===== src/design/virc_pkg.sv =====
package virc_pkg;
    // ******************************
    // register map
    // ******************************
    localparam int          ADDR_W          = 12;
    localparam int          DATA_W          = 8;
    localparam logic [11:0] OFS_REQ0        = 12'hFC0;
    localparam logic [11:0] OFS_REQ1        = 12'hFC3;
    localparam logic [11:0] OFS_REQ2        = 12'hFC6;
    localparam logic [11:0] OFS_EN0_HI      = 12'hFC1;
    localparam logic [11:0] OFS_EN0_LO      = 12'hFC2;
    localparam logic [11:0] OFS_EN1_HI      = 12'hFC4;
    localparam logic [11:0] OFS_EN1_LO      = 12'hFC5;
    localparam logic [11:0] OFS_EN2_HI      = 12'hFC7;
    localparam logic [11:0] OFS_EN2_LO      = 12'hFC8;
    localparam logic [11:0] OFS_CTRL        = 12'hFCF;
    localparam logic [11:0] OFS_ISTAT       = 12'hFD0;
    localparam logic [11:0] OFS_IMASK       = 12'hFD1;
    localparam logic [11:0] OFS_VECTOR      = 12'hFD2;
    localparam logic [7:0]  RST_BYTE        = 8'h00;
    localparam int          GATE_BIT        = 7;
    // ******************************
    // sources and levels
    // ******************************
    localparam int          NSRC            = 24;
    localparam int          SRC_W           = 5;
    localparam logic [4:0]  NO_SRC          = 5'h1F;
    localparam logic [1:0]  LVL_OFF         = 2'h0;
    // status bits of the local interrupt
    localparam int          EV_FORWARD      = 0;
    localparam int          EV_ACK          = 1;
    localparam int          EV_W            = 2;
endpackage


===== src/design/virc_src_slot.sv =====
`timescale 1ns/1ps
module virc_src_slot
    import virc_pkg::*;
(
    input  wire logic clk,
    input  wire logic rst,
    input  wire logic reqIn,
    input  wire logic swWrite,
    input  wire logic swValue,
    input  wire logic ackHit,
    output logic      pend
);
    logic reqSync1_r;
    logic reqSync2_r;
    logic pend_r;
    logic pend_nxt;

    // set beats software clear and ack so no event is lost
    always_comb begin
        pend_nxt = pend_r;
        if (swWrite) begin
            pend_nxt = swValue;
        end else if (ackHit) begin
            pend_nxt = 1'b0;
        end
        if (reqSync2_r) begin
            pend_nxt = 1'b1;
        end
    end

    always_ff @(posedge clk or posedge rst) begin
        if (rst) begin
            reqSync1_r <= 1'b0;
            reqSync2_r <= 1'b0;
            pend_r     <= 1'b0;
        end else begin
            reqSync1_r <= reqIn;
            reqSync2_r <= reqSync1_r;
            pend_r     <= pend_nxt;
        end
    end

    assign pend = pend_r;
endmodule


===== src/design/virc_prio_pick.sv =====
`timescale 1ns/1ps
module virc_prio_pick
    import virc_pkg::*;
#(
    parameter int N = NSRC
)
(
    input  wire logic [N-1:0]   pendVec,
    input  wire logic [N-1:0]   enHi,
    input  wire logic [N-1:0]   enLo,
    output logic                found,
    output logic [SRC_W-1:0]    winner
);
    logic [1:0] bestLvl;
    logic [1:0] lvl;

    // highest level wins; ties go to the highest bit position
    always_comb begin
        found   = 1'b0;
        winner  = NO_SRC;
        bestLvl = LVL_OFF;
        lvl     = LVL_OFF;
        for (int i = 0; i < N; i++) begin
            lvl = {enHi[i], enLo[i]};
            if (pendVec[i] && lvl != LVL_OFF && (!found || lvl >= bestLvl)) begin
                found   = 1'b1;
                bestLvl = lvl;
                winner  = SRC_W'(i);
            end
        end
    end
endmodule


===== src/design/virc_top.sv =====
`timescale 1ns/1ps
// What this block does
// one master gate bit globally passes or blocks all latched requests to the core.
// gate sets on enable instruction, return-from-interrupt, or software writing one.
// gate clears on disable instruction, core acknowledge, software writing zero, or reset.
// a peripheral request sets its bit in the request register.
// with the gate set, pending requests go to the core as vectored requests.
// with the gate clear, software polls request registers; nothing goes to the core.
// watchdog interrupt bypasses these registers entirely.
// request group 0 holds timers 2..0, serial0 rx/tx, twowire, serial periph, converter.
// a request bit reads one while its source awaits service, else zero.
// serial0 receive and transmit request bits act independently.
// group 2 enable-high holds timer3, serial1 rx/tx, dma, port C3..C0 bits.
// group 2 enable-low holds matching bits in the same order.
// enable pair gives off or one of three levels; highest enabled pending wins.
// acknowledge clears the serviced request bit; software writes set or clear bits.
module virc_top
    import virc_pkg::*;
(
    input  wire logic                clk,
    input  wire logic                rst,
    input  wire logic [ADDR_W-1:0]   regAddr,
    input  wire logic [DATA_W-1:0]   regWrData,
    input  wire logic                regWrite,
    input  wire logic                regRead,
    output logic      [DATA_W-1:0]   regRdData,
    input  wire logic [NSRC-1:0]     srcReq,
    input  wire logic                instrGlobalOn,
    input  wire logic                instrGlobalOff,
    input  wire logic                instrReturnFromIsr,
    input  wire logic                coreAck,
    output logic                     coreIrq,
    output logic      [SRC_W-1:0]    coreVector,
    output logic                     masterIrqGate,
    output logic                     irqOut
);
    // ******************************
    // request bits
    // ******************************
    // srcReq[7:0] is group 0 in the order timer2..converter, [15:8] group 1,
    // [23:16] group 2 in the order timer3, serial1 rx/tx, dma, port C3..C0
    // watchdog has no slot here; it reaches the core by its own path  // R7
    logic [NSRC-1:0]   pendVec;
    logic [NSRC-1:0]   swWr;
    logic [NSRC-1:0]   ackHit;
    logic [2:0]        reqGrpHit;
    // declared ahead of the slots because the ack decode reads them
    logic              coreIrq_r;
    logic              coreIrq_nxt;
    logic [SRC_W-1:0]  coreVector_r;
    logic [SRC_W-1:0]  coreVector_nxt;

    assign reqGrpHit = {regWrite && regAddr == OFS_REQ2,
                        regWrite && regAddr == OFS_REQ1,
                        regWrite && regAddr == OFS_REQ0};

    for (genvar i = 0; i < NSRC; i++) begin : gSlot
        assign swWr[i]   = reqGrpHit[i / DATA_W];
        assign ackHit[i] = coreAck && coreIrq_r && (coreVector_r == SRC_W'(i));
        virc_src_slot uSlot (
            .clk     (clk),
            .rst     (rst),
            .reqIn   (srcReq[i]),
            .swWrite (swWr[i]),
            .swValue (regWrData[i % DATA_W]),
            .ackHit  (ackHit[i]),
            .pend    (pendVec[i])
        );
    end

    // ******************************
    // enables, gate, local interrupt
    // ******************************
    logic [NSRC-1:0]   enHi_r;
    logic [NSRC-1:0]   enHi_nxt;
    logic [NSRC-1:0]   enLo_r;
    logic [NSRC-1:0]   enLo_nxt;
    logic              gate_r;
    logic              gate_nxt;
    logic [EV_W-1:0]   istat_r;
    logic [EV_W-1:0]   istat_nxt;
    logic [EV_W-1:0]   imask_r;
    logic [EV_W-1:0]   imask_nxt;
    logic [DATA_W-1:0] rd_r;
    logic [DATA_W-1:0] rd_nxt;
    logic              irq_r;
    logic              irq_nxt;
    logic              found;
    logic [SRC_W-1:0]  winner;

    virc_prio_pick #(.N(NSRC)) uPick (
        .pendVec (pendVec),
        .enHi    (enHi_r),
        .enLo    (enLo_r),
        .found   (found),
        .winner  (winner)
    );

    always_comb begin
        enHi_nxt  = enHi_r;
        enLo_nxt  = enLo_r;
        gate_nxt  = gate_r;
        imask_nxt = imask_r;
        istat_nxt = istat_r;
        if (regWrite) begin
            unique case (regAddr)
                OFS_EN0_HI: enHi_nxt[0*DATA_W +: DATA_W] = regWrData;
                OFS_EN0_LO: enLo_nxt[0*DATA_W +: DATA_W] = regWrData;
                OFS_EN1_HI: enHi_nxt[1*DATA_W +: DATA_W] = regWrData;
                OFS_EN1_LO: enLo_nxt[1*DATA_W +: DATA_W] = regWrData;
                OFS_EN2_HI: enHi_nxt[2*DATA_W +: DATA_W] = regWrData;
                OFS_EN2_LO: enLo_nxt[2*DATA_W +: DATA_W] = regWrData;
                OFS_CTRL:   gate_nxt        = regWrData[GATE_BIT];
                OFS_IMASK:  imask_nxt       = regWrData[EV_W-1:0];
                default:    ;
            endcase
        end
        // instructions act after a same-cycle register write
        if (instrGlobalOn || instrReturnFromIsr) begin
            gate_nxt = 1'b1;
        end
        if (instrGlobalOff || (coreAck && coreIrq_r)) begin
            gate_nxt = 1'b0;
        end
        // read clears status; new events win over the clear
        if (regRead && regAddr == OFS_ISTAT) begin
            istat_nxt = '0;
        end
        if (coreIrq_nxt && !coreIrq_r) begin
            istat_nxt[EV_FORWARD] = 1'b1;
        end
        if (coreAck && coreIrq_r) begin
            istat_nxt[EV_ACK] = 1'b1;
        end
    end

    // forward only while the gate is set; the vector follows the current winner every cycle, even while offered
    always_comb begin
        coreIrq_nxt    = gate_r && found && !(coreAck && coreIrq_r);
        coreVector_nxt = found ? winner : NO_SRC;
        irq_nxt        = |(istat_nxt & imask_nxt);
    end

    always_comb begin
        rd_nxt = RST_BYTE;
        if (regRead) begin
            unique case (regAddr)
                OFS_REQ0:   rd_nxt = pendVec[0*DATA_W +: DATA_W];
                OFS_REQ1:   rd_nxt = pendVec[1*DATA_W +: DATA_W];
                OFS_REQ2:   rd_nxt = pendVec[2*DATA_W +: DATA_W];
                OFS_EN0_HI: rd_nxt = enHi_r[0*DATA_W +: DATA_W];
                OFS_EN0_LO: rd_nxt = enLo_r[0*DATA_W +: DATA_W];
                OFS_EN1_HI: rd_nxt = enHi_r[1*DATA_W +: DATA_W];
                OFS_EN1_LO: rd_nxt = enLo_r[1*DATA_W +: DATA_W];
                OFS_EN2_HI: rd_nxt = enHi_r[2*DATA_W +: DATA_W];
                OFS_EN2_LO: rd_nxt = enLo_r[2*DATA_W +: DATA_W];
                OFS_CTRL:   rd_nxt[GATE_BIT] = gate_r;
                OFS_ISTAT:  rd_nxt = DATA_W'(istat_r);
                OFS_IMASK:  rd_nxt = DATA_W'(imask_r);
                OFS_VECTOR: rd_nxt = DATA_W'(coreVector_r);
                default:    rd_nxt = RST_BYTE;
            endcase
        end
    end

    always_ff @(posedge clk or posedge rst) begin
        if (rst) begin
            enHi_r       <= '0;
            enLo_r       <= '0;
            gate_r       <= 1'b0;
            istat_r      <= '0;
            imask_r      <= '0;
            coreIrq_r    <= 1'b0;
            coreVector_r <= NO_SRC;
            rd_r         <= RST_BYTE;
            irq_r        <= 1'b0;
        end else begin
            enHi_r       <= enHi_nxt;
            enLo_r       <= enLo_nxt;
            gate_r       <= gate_nxt;
            istat_r      <= istat_nxt;
            imask_r      <= imask_nxt;
            coreIrq_r    <= coreIrq_nxt;
            coreVector_r <= coreVector_nxt;
            rd_r         <= rd_nxt;
            irq_r        <= irq_nxt;
        end
    end

    assign regRdData     = rd_r;
    assign coreIrq       = coreIrq_r;
    assign coreVector    = coreVector_r;
    assign masterIrqGate = gate_r;
    assign irqOut        = irq_r;
endmodule


===== config.mk =====
export PLATFORM = sky130hd
export DESIGN_NAME = virc_top
export DESIGN_NICKNAME = d
export VERILOG_FILES = /design/src/design/virc_pkg.sv /design/src/design/virc_src_slot.sv /design/src/design/virc_prio_pick.sv /design/src/design/virc_top.sv
export SDC_FILE = /design/constraint.sdc
export NUM_CORES = 1
export LEC_CHECK = 0
export BUFFER_PORTS_ARGS = -buffer_cell sky130_fd_sc_hd__buf_2
export CAP_MARGIN = 20
export CORE_UTILIZATION = 30
export CTS_CLUSTER_SIZE = 12
export DETAILED_ROUTE_END_ITERATION = 6
export PLACE_DENSITY_LB_ADDON = 0.12
export SLEW_MARGIN = 20
export SYNTH_ARGS = -nofsm -noshare
export SYNTH_HDL_FRONTEND = slang
export SYNTH_SLANG_ARGS = --single-unit
export TNS_END_PERCENT = 1

===== constraint.sdc =====
create_clock -name clk -period 51.1 [get_ports clk]
set_input_delay 10.22 -clock clk [delete_from_list [all_inputs] [get_ports clk]]
set_output_delay 10.22 -clock clk [all_outputs]
set_load 0.02 [all_outputs]

==> impl_metrics.csv <==
group,metric,value,unit
sta,relSlewSlack,0.293,
synthesis,netlist_area,8140,sq um
floorplanning,start_util,0.309,
clocking,cts_resized,0,
job,maxCapViolCount,0,
status,status,"finished, violations left",
synthesis,syn-num-nets,921,
final_layout,fin_nets,987,
power,power,0.263,mW
sta,drv_slew,0,
detailed_routing,avgViaCountPerCell,5.51,
synthesis,synth_edf_count,0,
floorplanning,core_region_area,26400,sq um
sta,clock_skew,11.0,ps
final_layout,utilization,0.358,
floorplanning,die-height,167,microns
clocking,cts_setup_buffers,0,
placement,gp_congestion,0.864,
synthesis,synth-seq-area-share,0.431,
final_layout,n_antenna_cell,0,
synthesis,ys_warn_count,0,
worst_hold_path,hold_path_depth,0,
synthesis,synth_common_cells,"dfrtp_1 (135), nand2_1 (84), o21ai_0 (75)",
synthesis,yosysMostFrequentCell,"dfrtp_1",
detailed_routing,ant_nets,0,
clocking,clockBufferDepth,2,
synthesis,synth-seq-cells,140,
sta,max_freq,0.0315,GHz
sta,tightest_slew,1060,ps
clocking,path_clk_slew,70,ps
floorplanning,ios,68,
setup_path,path_depth,155,
synthesis,async_flop_share,1.00,
clocking,cts_tree,"yes",
clocking,clock_sinks,140,
global_routing,grt_max_degree,76,
setup_path,worst-r2r-cell-count,155,
sta,fin_crit,31730,ps
sta,hold_viol_final,0,
floorplanning,die_w,167,microns
synthesis,synth_top_cell_by_area,"dfrtp_1",
detailed_routing,drt-pass1-iter-count,7,
setup_path,critPathTopFamily,"compound AO/OA/AOI/OAI gates",
synthesis,synth_flop_cell,"dfrtp_1",
power,leakage,4.03,nW
synthesis,yosysUniqueCellTypes,78,
detailed_routing,drt_wl_total,26800,microns
setup_path,path_max_fanout,8,
clocking,cts_root_buffer,"clkbuf_16",
clocking,htree_levels,4,
placement,numPlacedInstances,1221,
sta,rsz0062_at_grt,"false",
sta,setup_tns,0,ps
placement,preCtsSetupSlack,19480,ps
power,max-vdd-ir-drop,17.8,uV
clocking,cts_buffers,17,
setup_path,critPathArrivalTime,32040,ps
clocking,worst_skew_pair.late_latency,420,ps
floorplanning,die_area,27800,sq um
final_layout,final_cell_count_no_fill,1252,
placement,portBuffers,67,
synthesis,synthCells,839,
setup_path,critPathBufInv,3,
setup_path,critPathSlowestCell,"a211oi_1",
setup_path,crit_path_frequent_cell,"ha_1",
placement,hpwl,19900,microns
global_routing,track_usage,0.197,
detailed_routing,dr_total_vias,6893,
final_layout,layout-drive-gt1-share,0.212,
detailed_routing,drt_iter0_drc,505,
setup_path,path_class,"flip-flop to flip-flop",
worst_hold_path,hp-class,"flip-flop to flip-flop",
final_layout,syn_to_final_growth,15.7,%
global_routing,grt_pass1_wl,41200,microns
status,violations,"design-rule violations",
clocking,cts_hold_buf,0,
detailed_routing,drc,3,
setup_path,cp-end-kind,"flip-flop",
sta,period_share,0.621,
global_routing,antenna_found_initial,0,
sta,setup_slack,19370,ps
final_layout,num-fill-cells,2671,
setup_path,cpPeakStageDelay,690,ps
synthesis,synth_top_area_share,0.415,
synthesis,synth_area_per_cell,9.71,sq um
global_routing,grt_pass1_vias,6761,
sta,setup_violations,0,
global_routing,grt_overflow,0,
setup_path,required,51420,ps
floorplanning,rows,59,
power,power.density,27.9,nW/um^2
detailed_routing,wire_per_inst,21.4,microns
setup_path,cp-start-kind,"flip-flop",
synthesis,synth_area_leaders,"dfrtp_1 (41%), mux2_2 (7.6%), ha_1 (4.6%)",
[path summary, 6_finish.rpt]
kind | endpoint | startpoint | slack, ps
setup / recovery | coreVector[3] | gSlot[0].uSlot.pend | 19370
hold / removal | gSlot[4].uSlot.reqSync2_r | gSlot[4].uSlot.reqSync1_r | 350
setup reg to reg | coreVector[3] | gSlot[0].uSlot.pend | 19370
hold reg to reg | gSlot[4].uSlot.reqSync2_r | gSlot[4].uSlot.reqSync1_r | 350
max in group asynchronous | enHi_r[12] | rst | 39880
min in group asynchronous | gSlot[0].uSlot.reqSync1_r | rst | 9920
[state kept, by name (all words and copies together), names as in the netlist]
register,flops
coreIrq,1
coreVector,5
enHi_r,24
enLo_r,24
gSlot.uSlot.pend,24
gSlot.uSlot.reqSync1_r,24
gSlot.uSlot.reqSync2_r,24
imask_r,2
irqOut,1
istat_r,2
masterIrqGate,1
regRdData,8
[routing by layer]
layer	vias to the layer above	share of wire	global-route usage
met5	-	0	0
met2	204	0.46	0.318
met3	26	0.046	0.0328
met1	3389	0.48	0.272
met4	0	0.016	0.0552
li1	3274	-	-
[final cells by class]
type	instances	area, sq um	share of cell area
tap	335	419	0.0445
clock inverter	14	161	0.0171
sequential	140	3510	0.372
timing repair buffer	70	358	0.0380
clock buffer	17	425	0.0451
inverter	36	140	0.0149
multi-input combinational	640	4410	0.468
[kinds of logic after synthesis]
kind of cell / after synthesis / share of synthesized area
buffers and inverters: 59 / 0.0274
DFF: 140 / 0.431
AOI/OAI and AO/OA: 282 / 0.250
adders and majority gates: 33 / 0.0498
muxes: 62 / 0.0853
and+or+nand+nor: 263 / 0.157
[cell usage in the layout (no fill, tap or decap), types with 9 or more instances in the layout]
cell type and n:
ha_1 30, a211o_1 27, buf_2 67, a211oi_1 12, inv_1 35, and2_1 9
nand3_1 22, mux2_2 55, dfrtp_1 135, nor3_1 9, o21ai_0 75, o21a_1 10
and3_1 11, a22oi_1 18, a21oi_1 33, clkbuf_16 17, a21o_1 9, nand2_1 84
nand2b_1 26, nor2_1 67
[report_power, final]
part,total [mW],internal [mW],switching (mW)
Combinational,0.0219,0.00778,0.0141
Sequential,0.116,0.114,0.00182
Clock,0.125,0.0729,0.0524
[stage by stage]
stage	hold slack [ps]	area [sq um]
2_1_floorplan	331	8140
3_3_place_gp	331	8840
3_5_place_dp	335	8840
4_1_cts	346	9420
5_1_grt	353	9420
6_report	345	9420
Power figures use the tool's default switching activity.
